`src/axis_bank_pkg.sv`:
```
package axis_bank_pkg;
  localparam int ADDR_W = 12;
  localparam int NAXES = 8;
  localparam int BLK_W = 20;
  localparam int NPINS = 8;
  localparam logic [11:0] CTRL_OFS = 12'h000;
  localparam logic [11:0] START_OFS = 12'h004;
  localparam logic [11:0] IRQ_STAT_OFS = 12'h008;
  localparam logic [11:0] IRQ_MASK_OFS = 12'h00C;
  localparam logic [11:0] CMD_BASE = 12'h100;
  localparam logic [11:0] STAT_BASE = 12'h200;
  localparam int REGION_LSB = 7;
  localparam int IDX_W = 5;
  localparam int CTRL_VIRT_BIT = 0;
  localparam int CTRL_SEL_LSB = 1;
  localparam int SEL_W = 3;
  localparam logic [2:0] SEL_MAX = 3'h4;
  localparam logic [2:0] SEL_SLOW = 3'h4;
  localparam logic [2:0] SLOW_MASK = 3'h7;
  localparam logic [4:0] MAIN_MASK = 5'h1F;
  localparam int TICK_W = 5;
  localparam int CLK_PERIOD_NS = 20;
  localparam int OP_BASE_NS = 440000;
  localparam int BASE_TICK_CYC = OP_BASE_NS / CLK_PERIOD_NS;
  localparam int BASE_CNT_W = 16;
  localparam logic [1:0] RESP_OKAY = 2'h0;
  localparam logic [1:0] RESP_SLVERR = 2'h2;
  // Command block bit positions
  localparam int C_STOP = 0;
  localparam int C_RAPID_STOP = 1;
  localparam int C_JOG_FWD = 2;
  localparam int C_JOG_REV = 3;
  localparam int C_CPL_CLR = 4;
  localparam int C_ERR_RST = 7;
  localparam int C_SERVO_RST = 8;
  localparam int C_EXT_DIS = 9;
  localparam int C_FEED_UPD = 12;
  localparam int C_CLUTCH_REF = 13;
  localparam int C_CAM_REF = 14;
  localparam int C_GAIN = 16;
  localparam int C_LOOP = 18;
  // Status block bit positions
  localparam int S_START_CPL = 0;
  localparam int S_POS_CPL = 1;
  localparam int S_SPEED = 4;
  localparam int S_ERR = 7;
  localparam int S_SERVO_ERR = 8;
  localparam int S_EXT_LSB = 11;
  localparam int S_READY = 15;
  // Pin vector positions
  localparam int P_UPPER = 0;
  localparam int P_LOWER = 1;
  localparam int P_STOP = 2;
  localparam int P_PROX = 3;
  localparam int P_READY = 4;
  localparam int P_ALARM = 5;
  localparam int P_FAULT = 6;
  localparam int P_DONE = 7;
endpackage

```
`src/axis_link_if.sv`:
```
interface axis_link_if;
  logic [axis_bank_pkg::BLK_W-1:0] cmd;
  logic [axis_bank_pkg::BLK_W-1:0] status;
  logic op_tick;
  logic main_tick;
  logic gain_tick;
  logic virt_enter;
  logic start;
  logic err_evt;
  modport bank (output cmd, op_tick, main_tick, gain_tick, virt_enter, start,
    input status, err_evt);
  modport axis (input cmd, op_tick, main_tick, gain_tick, virt_enter, start,
    output status, err_evt);
endinterface

```
`src/axis_bank.sv`:
```
// Behaviour
// [RULE_01] Forward jog bit 2 fetched each main cycle; axis jogs forward while set.
// [RULE_02] Reverse jog bit 3 fetched each main cycle; axis jogs reverse while set.
// [RULE_03] Bit 4 sampled each main cycle clears the axis completion flags; code re-sets position complete in that cycle if motion done is high.
// [RULE_04] Bit 8 sampled each main cycle clears the axis servo error status.
// [RULE_05] Bit 9 latched at start; when set the external stop is ignored.
// [RULE_06] Bit 12 sampled only at start requests a feed value update.
// [RULE_07] Bit 13 sampled only on entry into virtual mode.
// [RULE_08] Bit 14 sampled only on entry into virtual mode.
// [RULE_09] Host does not use bits 13 and 14 in real mode.
// [RULE_10] Control loop bit 18 fetched every operation cycle.
// [RULE_11] Gain bit 16 fetched each operation cycle, every 3.5 ms when cycle is long.
// [RULE_12] Only axes 1 to 8 exist; blocks of axis 9 and above unusable.
// [RULE_13] Per-axis blocks at fixed stride; status per cycle, errors set immediately; code sets the servo error status only on an operation cycle.
// [RULE_14] Host keeps unusable command bits 6, 10, 11 and 17 at zero.
//
// The implementer's own choices: the AXI4-Lite register port and the register offsets.
module axis_bank #(
  parameter int BASE_TICK_CYC = axis_bank_pkg::BASE_TICK_CYC
) (
  input wire logic aclk,
  input wire logic aresetn,
  input wire logic [axis_bank_pkg::ADDR_W-1:0] s_axi_awaddr,
  input wire logic s_axi_awvalid,
  output logic s_axi_awready,
  input wire logic [31:0] s_axi_wdata,
  input wire logic [3:0] s_axi_wstrb,
  input wire logic s_axi_wvalid,
  output logic s_axi_wready,
  output logic [1:0] s_axi_bresp,
  output logic s_axi_bvalid,
  input wire logic s_axi_bready,
  input wire logic [axis_bank_pkg::ADDR_W-1:0] s_axi_araddr,
  input wire logic s_axi_arvalid,
  output logic s_axi_arready,
  output logic [31:0] s_axi_rdata,
  output logic [1:0] s_axi_rresp,
  output logic s_axi_rvalid,
  input wire logic s_axi_rready,
  input wire logic [axis_bank_pkg::NAXES-1:0] upper_stroke_limit_input,
  input wire logic [axis_bank_pkg::NAXES-1:0] lower_stroke_limit_input,
  input wire logic [axis_bank_pkg::NAXES-1:0] stop_input,
  input wire logic [axis_bank_pkg::NAXES-1:0] proximity_or_switch_input,
  input wire logic [axis_bank_pkg::NAXES-1:0] servo_ready_input,
  input wire logic [axis_bank_pkg::NAXES-1:0] servo_alarm_input,
  input wire logic [axis_bank_pkg::NAXES-1:0] fault_input,
  input wire logic [axis_bank_pkg::NAXES-1:0] motion_done_input,
  output logic [axis_bank_pkg::NAXES-1:0] jog_forward,
  output logic [axis_bank_pkg::NAXES-1:0] jog_reverse,
  output logic [axis_bank_pkg::NAXES-1:0] stop_request,
  output logic [axis_bank_pkg::NAXES-1:0] feed_update,
  output logic [axis_bank_pkg::NAXES-1:0] clutch_ref_set,
  output logic [axis_bank_pkg::NAXES-1:0] cam_ref_set,
  output logic [axis_bank_pkg::NAXES-1:0] gain_select,
  output logic [axis_bank_pkg::NAXES-1:0] loop_select,
  output logic irq
);
  localparam logic [axis_bank_pkg::BASE_CNT_W-1:0] BASE_LAST =
    axis_bank_pkg::BASE_CNT_W'(BASE_TICK_CYC - 1);

  typedef struct packed {
    logic [axis_bank_pkg::ADDR_W-1:0] awaddr;
    logic aw_held;
    logic [31:0] wdata;
    logic [3:0] wstrb;
    logic w_held;
    logic awready;
    logic wready;
    logic bvalid;
    logic [1:0] bresp;
    logic arready;
    logic rvalid;
    logic [31:0] rdata;
    logic [1:0] rresp;
    logic virt;
    logic [axis_bank_pkg::SEL_W-1:0] op_sel;
    logic virt_d;
    logic [axis_bank_pkg::NAXES-1:0] start;
    logic [axis_bank_pkg::NAXES-1:0] irq_stat;
    logic [axis_bank_pkg::NAXES-1:0] irq_mask;
    logic irq;
    logic [axis_bank_pkg::NAXES-1:0][axis_bank_pkg::BLK_W-1:0] cmd;
    logic [axis_bank_pkg::BASE_CNT_W-1:0] base_cnt;
    logic [axis_bank_pkg::TICK_W-1:0] tick_cnt;
    logic op_tick;
    logic main_tick;
    logic gain_tick;
    logic virt_enter;
  } bank_t;

  bank_t s_reg;
  bank_t s_next;
  logic [axis_bank_pkg::NAXES-1:0][axis_bank_pkg::BLK_W-1:0] stat_w;
  logic [axis_bank_pkg::NAXES-1:0] err_w;

  axis_link_if lk [axis_bank_pkg::NAXES] ();

  genvar g;
  generate
    for (g = 0; g < axis_bank_pkg::NAXES; g++) begin : g_axis
      assign lk[g].cmd = s_reg.cmd[g];
      assign lk[g].op_tick = s_reg.op_tick;
      assign lk[g].main_tick = s_reg.main_tick;
      assign lk[g].gain_tick = s_reg.gain_tick;
      assign lk[g].virt_enter = s_reg.virt_enter;
      assign lk[g].start = s_reg.start[g];
      assign stat_w[g] = lk[g].status;
      assign err_w[g] = lk[g].err_evt;
      axis_unit u_axis (
        .aclk(aclk),
        .aresetn(aresetn),
        .lk(lk[g]),
        .pins({motion_done_input[g], fault_input[g], servo_alarm_input[g],
          servo_ready_input[g], proximity_or_switch_input[g], stop_input[g],
          lower_stroke_limit_input[g], upper_stroke_limit_input[g]}),
        .jog_fwd(jog_forward[g]),
        .jog_rev(jog_reverse[g]),
        .stop_req(stop_request[g]),
        .feed_upd(feed_update[g]),
        .clutch_ref(clutch_ref_set[g]),
        .cam_ref(cam_ref_set[g]),
        .gain_sel(gain_select[g]),
        .loop_sel(loop_select[g])
      );
    end
  endgenerate

  function automatic logic [31:0] strb_mask(input logic [3:0] strb);
    logic [31:0] m;
    m = '0;
    for (int b = 0; b < 4; b++) begin
      m[b*8 +: 8] = {8{strb[b]}};
    end
    return m;
  endfunction

  function automatic logic in_region(input logic [axis_bank_pkg::ADDR_W-1:0] a,
    input logic [axis_bank_pkg::ADDR_W-1:0] base);
    return a[axis_bank_pkg::ADDR_W-1:axis_bank_pkg::REGION_LSB]
      == base[axis_bank_pkg::ADDR_W-1:axis_bank_pkg::REGION_LSB];
  endfunction

  logic [axis_bank_pkg::IDX_W-1:0] w_idx;
  logic [axis_bank_pkg::IDX_W-1:0] r_idx;
  logic [31:0] wmask;
  logic [axis_bank_pkg::TICK_W-1:0] sel_mask;
  logic [axis_bank_pkg::SEL_W-1:0] wr_sel;
  logic [axis_bank_pkg::TICK_W-1:0] next_tick;
  logic base_tick;

  always_comb begin
    s_next = s_reg;
    w_idx = s_reg.awaddr[2 +: axis_bank_pkg::IDX_W];
    r_idx = s_axi_araddr[2 +: axis_bank_pkg::IDX_W];
    wmask = strb_mask(s_reg.wstrb);
    wr_sel = '0;
    s_next.start = '0;
    s_next.op_tick = 1'b0;
    s_next.main_tick = 1'b0;
    s_next.gain_tick = 1'b0;

    // Time base
    base_tick = (s_reg.base_cnt == BASE_LAST);
    next_tick = s_reg.tick_cnt + 1'b1;
    sel_mask = axis_bank_pkg::TICK_W'((1 << s_reg.op_sel) - 1);
    if (base_tick) begin
      s_next.base_cnt = '0;
      s_next.tick_cnt = next_tick;
      s_next.op_tick = ((next_tick & sel_mask) == '0);
      s_next.main_tick = ((next_tick & axis_bank_pkg::MAIN_MASK) == '0);
      if (s_reg.op_sel >= axis_bank_pkg::SEL_SLOW) begin
        s_next.gain_tick = // see [RULE_11]
          ((next_tick[axis_bank_pkg::SEL_W-1:0] & axis_bank_pkg::SLOW_MASK) == '0);
      end else begin
        s_next.gain_tick = s_next.op_tick;
      end
    end else begin
      s_next.base_cnt = s_reg.base_cnt + 1'b1;
    end
    s_next.virt_d = s_reg.virt;
    s_next.virt_enter = s_reg.virt & ~s_reg.virt_d; // see [RULE_07]

    // Write channel
    if (s_axi_awvalid && s_reg.awready) begin
      s_next.awaddr = s_axi_awaddr;
      s_next.aw_held = 1'b1;
      s_next.awready = 1'b0;
    end
    if (s_axi_wvalid && s_reg.wready) begin
      s_next.wdata = s_axi_wdata;
      s_next.wstrb = s_axi_wstrb;
      s_next.w_held = 1'b1;
      s_next.wready = 1'b0;
    end
    if (s_reg.bvalid && s_axi_bready) begin
      s_next.bvalid = 1'b0;
      s_next.awready = 1'b1;
      s_next.wready = 1'b1;
    end
    if (s_reg.aw_held && s_reg.w_held && !s_reg.bvalid) begin
      s_next.aw_held = 1'b0;
      s_next.w_held = 1'b0;
      s_next.bvalid = 1'b1;
      s_next.bresp = axis_bank_pkg::RESP_OKAY;
      if (s_reg.awaddr == axis_bank_pkg::CTRL_OFS) begin
        if (s_reg.wstrb[0]) begin
          s_next.virt = s_reg.wdata[axis_bank_pkg::CTRL_VIRT_BIT];
          wr_sel = s_reg.wdata[axis_bank_pkg::CTRL_SEL_LSB +: axis_bank_pkg::SEL_W];
          s_next.op_sel = (wr_sel > axis_bank_pkg::SEL_MAX) ? axis_bank_pkg::SEL_MAX : wr_sel;
        end
      end else if (s_reg.awaddr == axis_bank_pkg::START_OFS) begin
        s_next.start = s_reg.wdata[axis_bank_pkg::NAXES-1:0] & wmask[axis_bank_pkg::NAXES-1:0];
      end else if (s_reg.awaddr == axis_bank_pkg::IRQ_STAT_OFS) begin
        s_next.irq_stat = s_reg.irq_stat
          & ~(s_reg.wdata[axis_bank_pkg::NAXES-1:0] & wmask[axis_bank_pkg::NAXES-1:0]);
      end else if (s_reg.awaddr == axis_bank_pkg::IRQ_MASK_OFS) begin
        s_next.irq_mask = (s_reg.irq_mask & ~wmask[axis_bank_pkg::NAXES-1:0])
          | (s_reg.wdata[axis_bank_pkg::NAXES-1:0] & wmask[axis_bank_pkg::NAXES-1:0]);
      end else if (in_region(s_reg.awaddr, axis_bank_pkg::CMD_BASE)
        && s_reg.awaddr[1:0] == 2'h0) begin
        if (w_idx < axis_bank_pkg::NAXES) begin // see [RULE_13]
          s_next.cmd[w_idx[2:0]] = (s_reg.cmd[w_idx[2:0]] & ~wmask[axis_bank_pkg::BLK_W-1:0])
            | (s_reg.wdata[axis_bank_pkg::BLK_W-1:0] & wmask[axis_bank_pkg::BLK_W-1:0]);
        end
      end else if (!(in_region(s_reg.awaddr, axis_bank_pkg::STAT_BASE)
        && s_reg.awaddr[1:0] == 2'h0)) begin
        s_next.bresp = axis_bank_pkg::RESP_SLVERR;
      end
    end

    // Interrupts: hardware set wins over software clear
    s_next.irq_stat = s_next.irq_stat | err_w;
    s_next.irq = |(s_reg.irq_stat & s_reg.irq_mask);

    // Read channel
    if (s_reg.rvalid && s_axi_rready) begin
      s_next.rvalid = 1'b0;
      s_next.arready = 1'b1;
    end
    if (s_axi_arvalid && s_reg.arready) begin
      s_next.arready = 1'b0;
      s_next.rvalid = 1'b1;
      s_next.rdata = '0;
      s_next.rresp = axis_bank_pkg::RESP_OKAY;
      if (s_axi_araddr == axis_bank_pkg::CTRL_OFS) begin
        s_next.rdata[axis_bank_pkg::CTRL_VIRT_BIT] = s_reg.virt;
        s_next.rdata[axis_bank_pkg::CTRL_SEL_LSB +: axis_bank_pkg::SEL_W] = s_reg.op_sel;
      end else if (s_axi_araddr == axis_bank_pkg::START_OFS) begin
        s_next.rdata = '0;
      end else if (s_axi_araddr == axis_bank_pkg::IRQ_STAT_OFS) begin
        s_next.rdata[axis_bank_pkg::NAXES-1:0] = s_reg.irq_stat;
      end else if (s_axi_araddr == axis_bank_pkg::IRQ_MASK_OFS) begin
        s_next.rdata[axis_bank_pkg::NAXES-1:0] = s_reg.irq_mask;
      end else if (in_region(s_axi_araddr, axis_bank_pkg::CMD_BASE)
        && s_axi_araddr[1:0] == 2'h0) begin
        if (r_idx < axis_bank_pkg::NAXES) begin // see [RULE_12]
          s_next.rdata[axis_bank_pkg::BLK_W-1:0] = s_reg.cmd[r_idx[2:0]];
        end
      end else if (in_region(s_axi_araddr, axis_bank_pkg::STAT_BASE)
        && s_axi_araddr[1:0] == 2'h0) begin
        if (r_idx < axis_bank_pkg::NAXES) begin // see [RULE_12]
          s_next.rdata[axis_bank_pkg::BLK_W-1:0] = stat_w[r_idx[2:0]];
        end
      end else begin
        s_next.rresp = axis_bank_pkg::RESP_SLVERR;
      end
    end
  end

  always_ff @(posedge aclk) begin
    if (!aresetn) begin
      s_reg <= '0;
      s_reg.awready <= 1'b1;
      s_reg.wready <= 1'b1;
      s_reg.arready <= 1'b1;
    end else begin
      s_reg <= s_next;
    end
  end

  assign s_axi_awready = s_reg.awready;
  assign s_axi_wready = s_reg.wready;
  assign s_axi_bvalid = s_reg.bvalid;
  assign s_axi_bresp = s_reg.bresp;
  assign s_axi_arready = s_reg.arready;
  assign s_axi_rvalid = s_reg.rvalid;
  assign s_axi_rdata = s_reg.rdata;
  assign s_axi_rresp = s_reg.rresp;
  assign irq = s_reg.irq;
endmodule

```
`src/axis_unit.sv`:
```
module axis_unit (
  input wire logic aclk,
  input wire logic aresetn,
  axis_link_if.axis lk,
  input wire logic [axis_bank_pkg::NPINS-1:0] pins,
  output logic jog_fwd,
  output logic jog_rev,
  output logic stop_req,
  output logic feed_upd,
  output logic clutch_ref,
  output logic cam_ref,
  output logic gain_sel,
  output logic loop_sel
);
  typedef struct packed {
    logic [axis_bank_pkg::NPINS-1:0] sync1;
    logic [axis_bank_pkg::NPINS-1:0] sync2;
    logic [axis_bank_pkg::BLK_W-1:0] status;
    logic err_evt;
    logic jog_f;
    logic jog_r;
    logic ext_ign;
    logic stop;
    logic feed;
    logic clutch;
    logic cam;
    logic gain;
    logic loop;
  } ax_t;

  ax_t s_reg;
  ax_t s_next;

  always_comb begin
    s_next = s_reg;
    s_next.sync1 = pins;
    s_next.sync2 = s_reg.sync1;
    s_next.feed = 1'b0;
    s_next.err_evt = s_reg.sync2[axis_bank_pkg::P_FAULT] & ~s_reg.status[axis_bank_pkg::S_ERR];
    if (lk.main_tick) begin
      s_next.jog_f = lk.cmd[axis_bank_pkg::C_JOG_FWD]; // see [RULE_01]
      s_next.jog_r = lk.cmd[axis_bank_pkg::C_JOG_REV]; // see [RULE_02]
      s_next.status[axis_bank_pkg::S_EXT_LSB +: 4] = s_reg.sync2[axis_bank_pkg::P_PROX:0];
      if (lk.cmd[axis_bank_pkg::C_CPL_CLR]) begin
        s_next.status[axis_bank_pkg::S_START_CPL] = 1'b0; // see [RULE_03]
        s_next.status[axis_bank_pkg::S_POS_CPL] = 1'b0; // see [RULE_03]
      end
      if (lk.cmd[axis_bank_pkg::C_ERR_RST]) begin
        s_next.status[axis_bank_pkg::S_ERR] = 1'b0;
      end
      if (lk.cmd[axis_bank_pkg::C_SERVO_RST]) begin
        s_next.status[axis_bank_pkg::S_SERVO_ERR] = 1'b0; // see [RULE_04]
      end
    end
    if (lk.op_tick) begin
      s_next.status[axis_bank_pkg::S_SPEED] = s_reg.jog_f | s_reg.jog_r; // see [RULE_13]
      s_next.status[axis_bank_pkg::S_READY] = s_reg.sync2[axis_bank_pkg::P_READY];
      s_next.loop = lk.cmd[axis_bank_pkg::C_LOOP]; // see [RULE_10]
      if (s_reg.sync2[axis_bank_pkg::P_ALARM]) begin
        s_next.status[axis_bank_pkg::S_SERVO_ERR] = 1'b1;
      end
      if (s_reg.sync2[axis_bank_pkg::P_DONE]) begin
        s_next.status[axis_bank_pkg::S_POS_CPL] = 1'b1;
      end
    end
    if (lk.gain_tick) begin
      s_next.gain = lk.cmd[axis_bank_pkg::C_GAIN]; // see [RULE_11]
    end
    if (lk.start) begin
      s_next.status[axis_bank_pkg::S_START_CPL] = 1'b1;
      s_next.ext_ign = lk.cmd[axis_bank_pkg::C_EXT_DIS]; // see [RULE_05]
      s_next.feed = lk.cmd[axis_bank_pkg::C_FEED_UPD]; // see [RULE_06]
    end
    if (lk.virt_enter) begin
      s_next.clutch = lk.cmd[axis_bank_pkg::C_CLUTCH_REF]; // see [RULE_07]
      s_next.cam = lk.cmd[axis_bank_pkg::C_CAM_REF]; // see [RULE_08]
    end
    if (s_reg.sync2[axis_bank_pkg::P_FAULT]) begin
      s_next.status[axis_bank_pkg::S_ERR] = 1'b1; // see [RULE_13]
    end
    s_next.stop = lk.cmd[axis_bank_pkg::C_STOP] | lk.cmd[axis_bank_pkg::C_RAPID_STOP]
      | (s_reg.sync2[axis_bank_pkg::P_STOP] & ~s_reg.ext_ign); // see [RULE_05]
  end

  always_ff @(posedge aclk) begin
    if (!aresetn) begin
      s_reg <= '0;
    end else begin
      s_reg <= s_next;
    end
  end

  assign lk.status = s_reg.status;
  assign lk.err_evt = s_reg.err_evt;
  assign jog_fwd = s_reg.jog_f;
  assign jog_rev = s_reg.jog_r;
  assign stop_req = s_reg.stop;
  assign feed_upd = s_reg.feed;
  assign clutch_ref = s_reg.clutch;
  assign cam_ref = s_reg.cam;
  assign gain_sel = s_reg.gain;
  assign loop_sel = s_reg.loop;
endmodule
```
`config.mk`:
```
export PLATFORM = sky130hd
export DESIGN_NAME = axis_bank
export DESIGN_NICKNAME = d
export VERILOG_FILES = /design/src/axis_bank_pkg.sv /design/src/axis_link_if.sv /design/src/axis_bank.sv /design/src/axis_unit.sv
export SDC_FILE = /design/constraint.sdc
export NUM_CORES = 1
export LEC_CHECK = 0
export ABC_AREA = 1
export BUFFER_PORTS_ARGS = -buffer_cell sky130_fd_sc_hd__buf_4
export CORE_ASPECT_RATIO = 1.1
export CORE_MARGIN = 5
export CORE_UTILIZATION = 25
export CTS_BUF_LIST = sky130_fd_sc_hd__clkbuf_4
export DETAILED_ROUTE_END_ITERATION = 6
export HOLD_SLACK_MARGIN = 0.05
export PLACE_DENSITY = 0.39
export SETUP_SLACK_MARGIN = 0.4
export SLEW_MARGIN = 20
export SYNTH_ARGS = -nofsm -noshare
export SYNTH_HDL_FRONTEND = slang
export SYNTH_SLANG_ARGS = --single-unit
```
`constraint.sdc`:
```
create_clock -name aclk -period 4.46 [get_ports aclk]
set_clock_uncertainty 0.15 [all_clocks]
set_input_delay 0.446 -clock aclk [delete_from_list [all_inputs] [get_ports aclk]]
set_output_delay 0.446 -clock aclk [all_outputs]
set_load 0.01 [all_outputs]
```
## Yosys cells after proc, flatten, opt, wreduce, memory -nomap -nowiden

Index checks and enable logic that the tools add are counted.

| word-level totals | value |
|---|---|
| register bits after elaboration | 581 |
| latch bits | 0 |
| bits in writable memories | 0 |
| memory bits (read-only) | 0 |
| memories | 0 |

| cells by class | value |
|---|---|
| add/sub/neg operators | 3 |
| multipliers | 0 |
| div/mod/pow operators | 0 |
| $lt $le $gt $ge | 7 |
| equal/unequal tests | 11 |
| shift operators | 1 |
| multiplexer cells | 132 |
| bitwise logic cells | 77 |
| reductions and logical operators | 87 |

Operators by type and width:

| operator | count |
|---|---|
| 20-bit binary-select mux with 3-bit select | 3 |
| 20-bit two-way mux | 9 |
| 160-bit bitwise mux | 1 |
| 2-bit two-way mux | 37 |
| 2-bit nonzero test | 34 |
| 1-bit two-way mux | 66 |
| 16-bit two-way mux | 4 |
| 20-bit demux with 3-bit select | 1 |
| 2-bit AND reduction | 25 |
| 12-bit by 4-bit == test with 1-bit output (second input constant) | 4 |
| 20-bit AND | 2 |
| 8-bit two-way mux | 5 |
| 36-bit two-way mux | 1 |
| 8-bit AND | 4 |
| 12-bit by 3-bit == test with 1-bit output (second input constant) | 2 |
| 12-bit zero test | 2 |
| 12-bit two-way mux | 2 |
| 1-bit OR | 24 |
| 1-bit inverter | 23 |
| 20-bit inverter | 1 |
| 20-bit OR | 1 |
| 1-bit AND | 17 |
| 16-bit by 1-bit adder with 16-bit output (second input constant) | 1 |
| 16-bit by 15-bit == test with 1-bit output (second input constant) | 1 |
| 26 further kinds | 48 |

## Depth between registers and ports, before layout

Gate-level depths: netlist of run 1.

| logic depth | value |
|---|---|
| word-level depth | 10 |
| depth in mapped cells | 13 |

## Hierarchy

From an unflattened synthesis of run 1, not the netlist that was laid out.

| unflattened totals | value |
|---|---|
| cell total of the unflattened synthesis | 3,817 |
| area, all modules | 26,494.2 um2 |

By module, submodules not included:

| module | instances | cells each | area an instance (um2) | seq. area each (um2) |
|---|---|---|---|---|
| axis_bank | 1 | 2,553 | 16,154.2 | 5,585.4 |
| axis_unit | 8 | 158 | 1,292.5 | 720.7 |

## Worst setup path before layout of run 1

OpenSTA, ideal clock, no wires.

| path | value |
|---|---|
| kind | input to register |
| from | input port s_axi_araddr[3] in the netlist's numbering |
| to | register s_reg (netlist bit s_axi_rdata[17]) |
| arrival | 1,590 ps |
| required time | 4,178 ps |
| path slack | 2,588 ps |
| stages | 9 |
| buffers on the path | 3 |
| cells stage by stage | buf_4 > nand2_2 > buf_2 > buf_1 > o22ai_1 > o21ai_0 > nand2_1 > nand2_1 > a21oi_1 |

| between the ends | value |
|---|---|
| word-level cells in the longest chain between the ends | 9 |
| elaborated cells between the ends (all ways) | 17 |

RTL lines:

| item | line | RTL |
|---|---|---|
| from (decl) | axis_bank.sv:33 | `input wire logic [axis_bank_pkg::ADDR_W-1:0] s_axi_araddr,` |
| 20-bit binary-select mux with 3-bit select | axis_bank.sv:262 | `s_next.rdata[axis_bank_pkg::BLK_W-1:0] = stat_w[r_idx[2:0]];` |
| 20-bit two-way mux (not written as such) | axis_bank.sv:262 |  |
| 20-bit two-way mux | axis_bank.sv:261 | `if (r_idx < axis_bank_pkg::NAXES) begin` |
| 20-bit two-way mux | axis_bank.sv:259 | `end else if (in_region(s_axi_araddr, axis_bank_pkg::STAT_BASE)` |
| 20-bit two-way mux | axis_bank.sv:254 | `end else if (in_region(s_axi_araddr, axis_bank_pkg::CMD_BASE)` |
| 12-bit two-way mux | axis_bank.sv:252 | `end else if (s_axi_araddr == axis_bank_pkg::IRQ_MASK_OFS) begin` |
| 12-bit two-way mux | axis_bank.sv:250 | `end else if (s_axi_araddr == axis_bank_pkg::IRQ_STAT_OFS) begin` |
| 20-bit two-way mux | axis_bank.sv:248 | `end else if (s_axi_araddr == axis_bank_pkg::START_OFS) begin` |
| 16-bit two-way mux (*) | axis_bank.sv:245 | `if (s_axi_araddr == axis_bank_pkg::CTRL_OFS) begin` |
| to (signal assigned) | axis_bank.sv:277 | `s_reg <= s_next;` |
| to (decl) | axis_bank.sv:91 | `bank_t s_reg;` |

Mark *: on every way between the ends. The rest lies on a longest branch, timed or not. The select of a mux whose other input is x is not followed.
A chain may end at the register's enable or synchronous reset.

## Worst setup path after layout of run 1

| path | value |
|---|---|
| from | input port s_axi_araddr[10] in the netlist's numbering |
| to | register s_reg (netlist bit s_axi_rdata[0]) |

| between the ends | value |
|---|---|
| word-level cells in the longest chain between the ends | 8 |
| elaborated cells between the ends (all ways) | 14 |

RTL lines:

| item | line | RTL |
|---|---|---|
| 5-bit by 3-bit == test with 1-bit output | axis_bank.sv:140 | `== base[axis_bank_pkg::ADDR_W-1:axis_bank_pkg::REGION_LSB];` |
| 1-bit logical AND | axis_bank.sv:260 | `&& s_axi_araddr[1:0] == 2'h0) begin` |
| 20-bit two-way mux | axis_bank.sv:259 |  |
| 20-bit two-way mux | axis_bank.sv:254 |  |
| 8-bit two-way mux | axis_bank.sv:252 |  |
| 8-bit two-way mux | axis_bank.sv:250 |  |
| 20-bit two-way mux | axis_bank.sv:248 |  |
| 4-bit two-way mux (*) | axis_bank.sv:245 |  |

Mark *: on every way between the ends. The rest lies on a longest branch, timed or not.

==> results of run 1 <==
## area by class of cell
class	instances	area, µm²	area share
inverter	583	2190	0.0696
clock buffer	236	1770	0.0562
antenna	6	15.0	0.000476
tap	1281	1600	0.0509
multi-input combinational	1993	9410	0.298
timing repair buffer	553	4910	0.156
sequential	567	11400	0.360
clock inverter	41	262	0.00830
## power by group through the flow
stage	Clock (mW)	Sequential, mW	Combinational [mW]
6_report	4.88	5.24	0.968
5_1_grt	5.39	5.25	1.04
4_1_cts	5.14	5.24	0.960
3_5_place_dp	0	5.36	0.759
3_3_place_gp	0	5.36	0.758
2_1_floorplan	0	5.31	0.433
## cell families after synthesis
| group | Yosys count | share of synthesized area |
|---|---|---|
| buffers and inverters | 865 | 0.152 |
| flip-flops | 567 | 0.465 |
| other | 1 | 0.000154 |
| XOR/XNOR | 11 | 0.00395 |
| AND/OR/NAND/NOR | 1215 | 0.208 |
| adder cells (fa/ha/maj) | 4 | 0.00205 |
| AO/OA/AOI/OAI | 749 | 0.169 |
## tightest hold or removal path: cells and delay by family
family | cells | cell delay (ns)
buf+inv | 1 | 0.08
simple gates | 3 | 0.77
## routing by layer
metal	wire, µm	vias up
met5	0	-
met3	5380	183
li1	-	11800
met4	3270	0
met1	43100	11100
met2	49100	726
## through the flow
step	util	hold WS [ns]	instances
floorplan	-	0.218	3425
global placement	0.273	0.243	4686
detailed placement	0.273	0.247	4686
CTS	0.324	0.0540	5254
global route	0.324	0.139	5260
finish	0.324	0.173	5260
## what timing repair did
| action | 4_1_cts | 5_1_grt |
|---|---|---|
| setup endpoints to repair | 0 | 0 |
| hold buffers | 291 | 0 |
| endpoints found under the hold margin | 250 | 0 |
## worst max path at each step
stage               depth (start not counted)  slack (ns)                           end
floorplan                                   9        2.59  s_axi_rdata[17]$_SDFFE_PN0P_
global placement                           10        1.07  s_axi_rdata[12]$_SDFFE_PN0P_
detailed placement                         10        1.12  s_axi_rdata[12]$_SDFFE_PN0P_
CTS                                        13        0.83   s_axi_rdata[0]$_SDFFE_PN0P_
global route                               13        0.56   s_axi_rdata[0]$_SDFFE_PN0P_
finish                                     13        0.64   s_axi_rdata[0]$_SDFFE_PN0P_
## cell usage in the layout (no fill, tap or decap), types with 3 or more instances in the layout
master / synthesis / routed
nand2_1: 672 / 671
dfxtp_1: 567 / 565
inv_1: 562 / 561
a21oi_1: 332 / 332
dlygate4sd3_1: 0 / 291
buf_4: 108 / 259
clkbuf_4: 0 / 236
o21ai_0: 235 / 235
nor2_1: 235 / 233
nand3_1: 218 / 218
o22ai_1: 80 / 80
nor3_1: 38 / 37
o211ai_1: 25 / 25
clkinv_1: 1 / 25
nand4_1: 23 / 23
inv_2: 20 / 20
a31oi_1: 17 / 17
o21ai_1: 16 / 16
conb_1: 1 / 14
a22oi_1: 13 / 13
o31ai_2: 12 / 12
inv_6: 0 / 9
xor2_1: 9 / 9
nor2_2: 6 / 8
o2111ai_1: 8 / 8
diode_2: 0 / 6
nand2_2: 4 / 5
o21a_1: 5 / 5
nor4_1: 4 / 4
or2_2: 4 / 4
ha_1: 4 / 4
clkinv_4: 0 / 3
==> results.md, run 1 <==
- Status: completed
- Met1 Usage GRT: 0.236
- Clk pin slew, worst setup/hold paths: 0.06 ns
- RSZ-0062 raised after global routing: false
- Avg Cell Area, Syn: 7.15 µm²
- Largest register FFs: 160
- Final WS setup: 0.637 ns
- Placed cell area: 26,600 µm²
- Worst path required time: 5.26 ns
- Synth Flop Type: dfxtp_1
- Final min period: 3.82 ns
- Gate power share: 0.087
- Vias in the first global route: 23,300
- Tot GR Track Use: 0.190
- Total grt overflow: 0
- P per Cell Area: 352 nW/µm²
- Post-synth top area share: 0.465
- R2R setup slack: 1.46 ns
- Dpl hpwl: 64.6 mm
- Post-CTS Setup Inserts: 0
- DIE AREA: 104,000 µm²
- Hold Path Sink: s_axi_wready$_SDFFE_PP1P_
- Largest net degree at the start of global routing: 112
- Overall power: 11.1 mW
- Met2 usage: 0.328
- Post-synth top cells: nand2_1 (672), dfxtp_1 (567), inv_1 (562)
- Pre-antenna DRT Iters: 6
- Gpl congestion: 0.833
- Register area share after synthesis: 0.465
- CP endpoint kind: register
- Post-synth EDFFs: 0
- Tightest Pin Transition: 1.08 ns
- Area added between synthesis and finish: 29.2%
- Yosys top cell by area: dfxtp_1
- Antenna violations before repair: 3
- Drt drc: 0
- Slowest stage delay, CP: 0.76 ns
- Via count: 23,800
- Worst r2r src: s_reg[296]$_SDFFE_PN0P_
- DR iter-0 viols: 1,634
- Tightest Hold Check Type: input port to register
- Sink Count: 567
- Pint: 8.05 mW
- Core region area: 97,100 µm²
- Clk Latency, worst-skew pair: 1.04 ns
- Switching share of power: 0.274
- Root Buffer: clkbuf_4
- DR WL/cell: 19.2 µm
- Critical path data arrival time: 4.62 ns
- Library cells used by synthesis: 46
- Maximum vdd drop: 232 µV
- LEAKAGE: 14.4 nW
- Die height: 338 µm
- Ports: 237
- Finished Cell Area: 31,500 µm²
- Cts bufs inserted: 167
- Hold Path Cell Cnt: 4
- Buf/Inv on CP: 6
- Pre-CTS WS: 1.12 ns
- Crit Reg-Reg Endpoint: lk[1].cmd[3]$_SDFFE_PN0P_
- Initial Utilization: 0.251
- Part of the power in registers: 0.473
- Vias/cell: 4.52
- Slew margin rel.: 0.274
- Max-slew violation count: 0
- Clock tree buffer depth: 3
- Layout cells sized above 1: 0.145
- Synth top area cells: dfxtp_1 (47%), nand2_1 (10%), inv_1 (8.6%)
- Critical path type: input port to register
- Buffers on Ports: 209
- Synthesized instance count: 3,412
- Crit path top cell by count: dlygate4sd3_1
- Fin Setup TNS: 0 ns
- Top delay family on crit path: buffers and inverters
- Final nets: 4,000
- Critical path, cell by cell: dlygate4sd3_1 > buf_4 > nor2_1 > dlygate4sd3_1 > nand2_1 > dlygate4sd3_1 > nor4_2 > dlygate4sd3_1 > a21oi_1 > nand2_1 > nand2_1 > dlygate4sd3_1 > a21oi_1
- Hold Fails Final Rpt: 0
- H-tree depth: 4
- CTS tree: yes
- GRT busiest layer: met2
- Final WL: 101 mm
- ANT nets after route: 0
- Fmax: 262 MHz
- Yosys Warn Count: 0
- Top-count cell post-synth: nand2_1
- Layout filler cell count: 10,600
- Crit path launch: s_axi_araddr[10]
- Row count: 120
- Crit start category: input port
- CP Max Fanout: 6
- Resize count post-CTS: 0
- Ys async rst share: 0
- Hold_sp: s_axi_wvalid
- FF+latch count, synth: 567
- Count of final setup violators: 0
- Max-Cap Viols: 0
- Syn Std Cell Area: 24,400 µm²
- Worst path slowest cell: dlygate4sd3_1
- Final worst-path cycle share: 0.857
- GR Util met3: 0.0336
- Clk pwr share: 0.440
- Die width: 308 µm
- NetSw: 3.04 mW
- First-pass GRT wire length: 148 mm
- Reg2Reg Depth: 7
Power figures use the tool's default switching activity.
==> run 2, diff against run 1 <==
--- a/config.mk
+++ b/config.mk
@@ -9,3 +9,3 @@
 export BUFFER_PORTS_ARGS = -buffer_cell sky130_fd_sc_hd__buf_4
-export CORE_ASPECT_RATIO = 1.1
+export CORE_ASPECT_RATIO = 1.4
 export CORE_MARGIN = 5
==> constraint.sdc (replaced) <==
create_clock -name aclk -period 4.46 [get_ports aclk]
set_clock_uncertainty 0.15 [all_clocks]
set_input_delay 1.338 -clock aclk [delete_from_list [all_inputs] [get_ports aclk]]
set_output_delay 1.338 -clock aclk [all_outputs]
set_load 0.01 [all_outputs]
==> run 2 against run 1 <==
Non-clock buffer count decreased by 284. Worst setup slack improved by 0.69 ns. Clock-buffer cell count decreased by 27. Total power decreased by 5.4%. Fmax increased by 22%. Clock power decreased by 8.0%. Wire length decreased by 1.9%. Critical path depth decreased by 12. Cell area decreased by 9.6%. Final cell count decreased by 5.6%. Hold slack improved by 0.065 ns. Largest cell class unchanged.
==> results.md, run 2 (synthesis gave the netlist of run 1 again) <==
- Final min period: 3.14 ns (-0.686 ns)
- DIE AREA: 104,000 µm² (about the same)
- P per Cell Area: 368 nW/µm² (+4.6%)
- Buf/Inv on CP: 1 (-5)
- Met2 usage: 0.326 (-0.00206)
- Clk Latency, worst-skew pair: 1.06 ns (+0.02 ns)
- Antenna violations before repair: 3 (unchanged)
- Vias/cell: 4.54 (+0.26%)
- Fin Setup TNS: 0 ns (unchanged)
- Drt drc: 0 (unchanged)
- Final nets: 3,703 (-7.4%)
- Gpl congestion: 0.826 (-0.78%)
- Crit path launch: s_axi_rdata[19]$_SDFFE_PN0P_
- Status: completed
- Final hold slack: 0.238 ns (+0.0650 ns)
- R2R setup slack: 1.48 ns (+0.02 ns)
- CP Max Fanout: 2 (-4)
- Worst r2r src: s_reg[296]$_SDFFE_PN0P_
- Fmax: 319 MHz (+22%)
- RSZ-0062 raised after global routing: false
- Core region area: 96,800 µm² (-0.37%)
- Area added between synthesis and finish: 16.8%
- GR Util met3: 0.0428 (+0.00921)
- Tightest Hold Check Type: register to register
- Worst path required time: 2.97 ns (-2.29 ns)
- Root Buffer: clkbuf_4
- Layout cells sized above 1: 0.152 (+0.00641)
- Placed cell area: 26,700 µm² (+0.57%)
- Buffers on Ports: 209 (unchanged)
- Final worst-path cycle share: 0.703 (-0.154)
- Commonest non-fill, non-tap cells in the layout: nand2_1 (671), dfxtp_1 (565), inv_1 (561)
- Finished Cell Area: 28,500 µm² (-9.6%)
- H-tree depth: 4 (unchanged)
- Critical path, cell by cell: buf_4
- Hold-fix buffers, CTS: 0 (-100%)
- Largest register FFs: 160 (unchanged)
- Crit. path cell count: 1 (-12)
- Post-CTS Setup Inserts: 0 (unchanged)
- Final Non-Filler Cells: 4,965 (-5.6%)
- Largest net degree at the start of global routing: 204 (+82%)
- Switching share of power: 0.275 (+0.00115)
- Count of final setup violators: 0 (unchanged)
- Initial Utilization: 0.252 (+0.000925)
- Reg2Reg Depth: 7 (unchanged)
- CP endpoint kind: output port
- Tightest Pin Transition: 1.13 ns (+0.0407 ns)
- Maximum vdd drop: 222 µV (-4.6%)
- Pint: 7.60 mW (-5.6%)
- Hold Fails Final Rpt: 0 (unchanged)
- Slew margin rel.: 0.249 (-0.0254)
- Clk pwr share: 0.428 (-0.012)
- Slowest stage delay, CP: 0.43 ns (-0.33 ns)
- LEAKAGE: 13.1 nW (-8.9%)
- Sink Count: 567 (unchanged)
- Overall power: 10.5 mW (-5.4%)
- Critical path type: register to output port
- Clk pin slew, worst setup/hold paths: 0.07 ns (about the same)
- Resize count post-CTS: 0 (unchanged)
- Die height: 380 µm (+12%)
- Part of the power in registers: 0.500 (+0.027)
- First-pass GRT wire length: 144 mm (-2.8%)
- Gate power share: 0.072 (-0.015)
- Max-slew violation count: 0 (unchanged)
- Row count: 135 (+13%)
- Final WL: 99.0 mm (-1.9%)
- ANT nets after route: 0 (unchanged)
- Pre-antenna DRT Iters: 6 (unchanged)
- Cts bufs inserted: 154 (-7.8%)
- DR WL/cell: 19.9 µm (+3.9%)
- Top delay family on crit path: flip-flops
- NetSw: 2.89 mW (-5.0%)
- Hold Path Cell Cnt: 2 (-2)
- Max-Cap Viols: 0 (unchanged)
- Placed Instances: 4,713 (+0.58%)
- DR iter-0 viols: 1,503 (-8.0%)
- Dpl hpwl: 65.1 mm (+0.82%)
- Tot GR Track Use: 0.186 (-0.00396)
- Clock tree buffer depth: 3 (unchanged)
- Ports: 237 (unchanged)
- CTS tree: yes
- Worst path slowest cell: dfxtp_1
- Critical path data arrival time: 1.65 ns (-2.97 ns)
- Via count: 22,500 (-5.4%)
- Vias in the first global route: 22,400 (-4.1%)
- Commonest non-fill, non-tap cell in the layout: nand2_1
- GRT busiest layer: met2
- Die width: 274 µm (-11%)
- Total grt overflow: 0 (unchanged)
- Met1 Usage GRT: 0.211 (-0.0253)
- Crit Reg-Reg Endpoint: lk[3].cmd[7]$_SDFFE_PN0P_
- Worst Setup EP: s_axi_rdata[19]
- Crit start category: register
==> run 2: cell type report <==
type | count | area (µm²)
antenna | 4 | 10.0
timing repair buffer | 269 | 2130
fill | 10900 | 68300
sequential | 567 | 11400
inverter | 583 | 2190
clock buffer | 209 | 1570
multi-input combinational | 1993 | 9410
tap | 1301 | 1630
clock inverter | 39 | 214
==> run 2: per-stage QoR <==
step	setup slack, ns	util
final	1.32	0.294
after global routing	1.14	0.294
after CTS	1.12	0.294
after detailed placement	0.681	0.276
after global placement	0.702	0.276
after floorplan	1.70	-
==> run 2: routing by layer <==
layer	wire (µm)	vias up
li1	-	11100
met1	39200	10500
met2	49500	685
met3	5390	222
met4	4850	0
met5	0	-
==> run 2: power groups by stage <==
stage | clock [mW] | combinational [mW] | sequential [mW]
2_1_floorplan | 0 | 0.433 | 5.31
3_3_place_gp | 0 | 0.762 | 5.36
3_5_place_dp | 0 | 0.761 | 5.36
4_1_cts | 4.73 | 0.765 | 5.25
5_1_grt | 4.96 | 0.821 | 5.25
6_report | 4.49 | 0.758 | 5.24
==> run 2: how the worst min path moves through the flow <==
stage | from | endpoint | slack [ns]
floorplan | s_reg[210]$_SDFF_PN0_ | lk[0].virt_enter$_SDFF_PN0_ | 0.22
global placement | g_axis[5].u_axis.s_next[35]$_SDFF_PN0_ | g_axis[5].u_axis.s_reg[35]$_SDFF_PN0_ | 0.24
detailed placement | g_axis[5].u_axis.s_next[35]$_SDFF_PN0_ | g_axis[5].u_axis.s_reg[35]$_SDFF_PN0_ | 0.25
CTS | upper_stroke_limit_input[5] | g_axis[5].u_axis.s_next[30]$_SDFF_PN0_ | 0.12
global route | upper_stroke_limit_input[5] | g_axis[5].u_axis.s_next[30]$_SDFF_PN0_ | 0.18
finish | g_axis[3].u_axis.s_next[37]$_SDFF_PN0_ | g_axis[3].u_axis.s_reg[37]$_SDFF_PN0_ | 0.24
==> run 3, diff against run 2 <==
- ABC_AREA: 1 -> 0
- clock period: 4.46 -> 3.08 ns (I/O delays scaled with it)
==> run 3 against run 2 <==
Hold slack improved by 0.010 ns. Wire length fell by 20%. Combinational power rose by 19%. Final cell count fell by 21%. Sequential power rose by 44%. Die area fell by 6.2%.
==> results.md, run 3 <==
- Initial Utilization: 0.251 (-0.00114)
- Commonest non-fill, non-tap cells in the layout: dfxtp_1 (478), buf_4 (237), clkbuf_4 (215)
- Clock tree buffer depth: 3 (unchanged)
- DR WL/cell: 20.2 µm (+1.4%)
- Via count: 18,200 (-19%)
- Avg Cell Area, Syn: 9.95 µm² (+39%)
- Worst path required time: 2.01 ns (-0.96 ns)
- Slowest stage delay, CP: 0.37 ns (-0.06 ns)
- Clk pin slew, worst setup/hold paths: 0.08 ns (about the same)
- CP endpoint kind: output port
- Library cells used by synthesis: 63 (+37%)
- Sink Count: 567 (unchanged)
- Largest net degree at the start of global routing: 136 (-33%)
- Ys async rst share: 0 (unchanged)
- Metal-1 WL: 31.8 mm (-19%)
- LEAKAGE: 10.8 nW (-18%)
- WL met3: 4.26 mm (-21%)
- Clk Latency, worst-skew pair: 1.00 ns (-0.06 ns)
- Cts bufs inserted: 150 (-2.6%)
- DR iter-0 viols: 1,112 (-26%)
- Buffers on Ports: 209 (unchanged)
- ANT nets after route: 0 (unchanged)
- Total grt overflow: 0 (unchanged)
- DIE AREA: 97,500 µm² (-6.2%)
- FF+latch count, synth: 567 (unchanged)
- Pre-CTS WS: -0.0644 ns (-0.745 ns)
- Ports: 237 (unchanged)
- Hold Fails Final Rpt: 0 (unchanged)
- Max-Cap Viols: 0 (unchanged)
- Post-synth top cells: dfxtp_1 (567), nor2_1 (201), nand2_1 (192)
- Post-synth EDFFs: 0 (unchanged)
- CTS tree: yes
- Register area share after synthesis: 0.497 (+0.0320)
- P per Cell Area: 528 nW/µm² (+43%)
- Synth top area cells: dfxtp_1 (50%), mux4_2 (9.9%), mux2i_1 (6.7%)
- Dpl hpwl: 53.4 mm (-18%)
- Final WS setup: 0.513 ns (-0.810 ns)
- Core region area: 91,000 µm² (-6.0%)
- Tot GR Track Use: 0.160 (-0.0259)
- H-tree depth: 4 (unchanged)
- Max-slew violation count: 0 (unchanged)
- Root Buffer: clkbuf_4
- Area added between synthesis and finish: 27.4%
- Final nets: 2,763 (-25%)
- Slew margin rel.: 0.409 (+0.160)
- Critical path, cell by cell: buf_6
- Status: completed
- Final min period: 2.57 ns
- Highest routed layer: met4
- Synth Flop Type: dfxtp_1
- Antenna violations before repair: 1 (-2)
- Vias in the first global route: 18,900 (-15%)
- Worst path slowest cell: dfxtp_4
- Maximum vdd drop: 280 µV (+26%)
- Yosys Warn Count: 0 (unchanged)
- Crit start category: register
- Synthesized instance count: 2,295 (-33%)
- Area occupied by multi-input gates: 10,000 µm² (+6.6%)
- Fmax: 390 MHz
- Largest register FFs: 160 (unchanged)
- Critical path data arrival time: 1.49 ns (-0.16 ns)
- Final worst-path cycle share: 0.833
- RSZ-0062 raised after global routing: true
- Count of final setup violators: 0 (unchanged)
- Yosys top cell by area: dfxtp_1
- First-pass GRT wire length: 119 mm (-18%)
- Drt drc: 0 (unchanged)
- Critical path type: register to output port
- Vias/cell: 4.63 (+2.0%)
- Layout cells sized above 1: 0.280 (+0.129)
- Buf/Inv on CP: 1 (unchanged)
- Overall power: 15.4 mW (+46%)
- Utilization after layout: 0.320 (+0.0252)
- Top delay family on crit path: flip-flops
- Layout filler cell count: 9,432 (-14%)
- Final WL: 79.4 mm (-20%)
- Post-synth top area share: 0.497 (+0.0320)
- Register Area: 11,500 µm² (+1.3%)
- Met2 Wirelength: 39.6 mm (-20%)
- CP Max Fanout: 3 (+1)
- Commonest non-fill, non-tap cell in the layout: dfxtp_1
- Top-count cell post-synth: dfxtp_1
- Gpl congestion: 0.820 (-0.69%)
- Tightest Hold Check Type: input port to register
- Syn Std Cell Area: 22,800 µm² (-6.4%)
- Tightest Pin Transition: 0.886 ns (-0.240 ns)
- Row count: 131 (-3.0%)
- R2R setup slack: 0.54 ns (-0.94 ns)
- Die height: 368 µm (-3.2%)
- Die width: 265 µm (-3.2%)
- Pre-antenna DRT Iters: 5 (-1)
-- run 3: timing repair --
action | in CTS | in global routing
gates cloned | 0 | 0
endpoints found under the setup margin | 104 | 29
buffers inserted | 21 | 4
hold buffers | 109 | 0
hold endpoints to repair | 121 | 0
pin swaps | 0 | 1
gates resized for setup | 165 | 2
-- run 3: final cells by class --
| cell class | instances | share of cell area |
|---|---|---|
| timing repair buffer | 434 | 0.138 |
| antenna | 3 | 0.000258 |
| clock buffer | 215 | 0.0555 |
| inverter | 15 | 0.00211 |
| clock inverter | 39 | 0.0119 |
| tap | 1197 | 0.0515 |
| sequential | 567 | 0.396 |
| multi-input combinational | 1460 | 0.345 |
-- run 3: cell families (layout without fill, tap and decap cells) --
| family | after synthesis | count (layout) | share of synthesized area |
|---|---|---|---|
| flops | 567 | 567 | 0.497 |
| fa+ha+maj | 4 | 4 | 0.00219 |
| simple gates | 791 | 791 | 0.168 |
| other cells | 1 | 17 | 0.000164 |
| compound gates | 374 | 374 | 0.0903 |
| mux | 259 | 259 | 0.169 |
| buf+inv | 281 | 703 | 0.0661 |
| xor+xnor | 18 | 18 | 0.00691 |
-- run 3: through the flow --
| stage | cells | setup TNS [ns] | cell area [µm²] | hold slack [ns] |
|---|---|---|---|---|
| final | 3930 | 0 | 29100 | 0.249 |
| after global routing | 3929 | 0 | 29100 | 0.162 |
| after CTS | 3923 | 0 | 29000 | 0.0848 |
| after detailed placement | 3539 | -0.0644 | 25400 | 0.269 |
| after global placement | 3539 | -0.0933 | 25400 | 0.272 |
| after floorplan | 2308 | 0 | 22900 | 0.218 |
-- run 3: power by group --
part | switching (mW) | total [mW] | internal [mW]
Sequential | 0.0973 | 7.55 | 7.45
Combinational | 0.455 | 0.899 | 0.444
Clock | 3.20 | 6.90 | 3.71
Total | 3.75 | 15.4 | 11.6
-- run 3: path summary, 6_finish.rpt --
check,from,cells past startpoint,endpoint
setup reg to reg,s_reg[296]$_SDFFE_PN0P_,8,lk[6].cmd[18]$_SDFFE_PN0P_
hold / removal,s_axi_arvalid,4,s_axi_rresp[1]$_SDFFE_PN0P_
hold reg to reg,g_axis[5].u_axis.s_next[31]$_SDFF_PN0_,1,g_axis[5].u_axis.s_reg[31]$_SDFF_PN0_
setup / recovery,s_axi_rdata[4]$_SDFFE_PN0P_,1,s_axi_rdata[4]
-- run 3: worst register-to-register path: cells and delay by family (launching register included) --
family	cells	cell delay (ns)
AND/OR/NAND/NOR	4	1.05
buffers and inverters	3	0.67
flip-flops	1	0.44
AO/OA/AOI/OAI	1	0.07
-- run 3: per-layer routing --
layer | track usage | vias up
met5 | 0 | -
met4 | 0.0797 | 0
met3 | 0.0354 | 166
met2 | 0.276 | 618
met1 | 0.186 | 8756
li1 | - | 8650
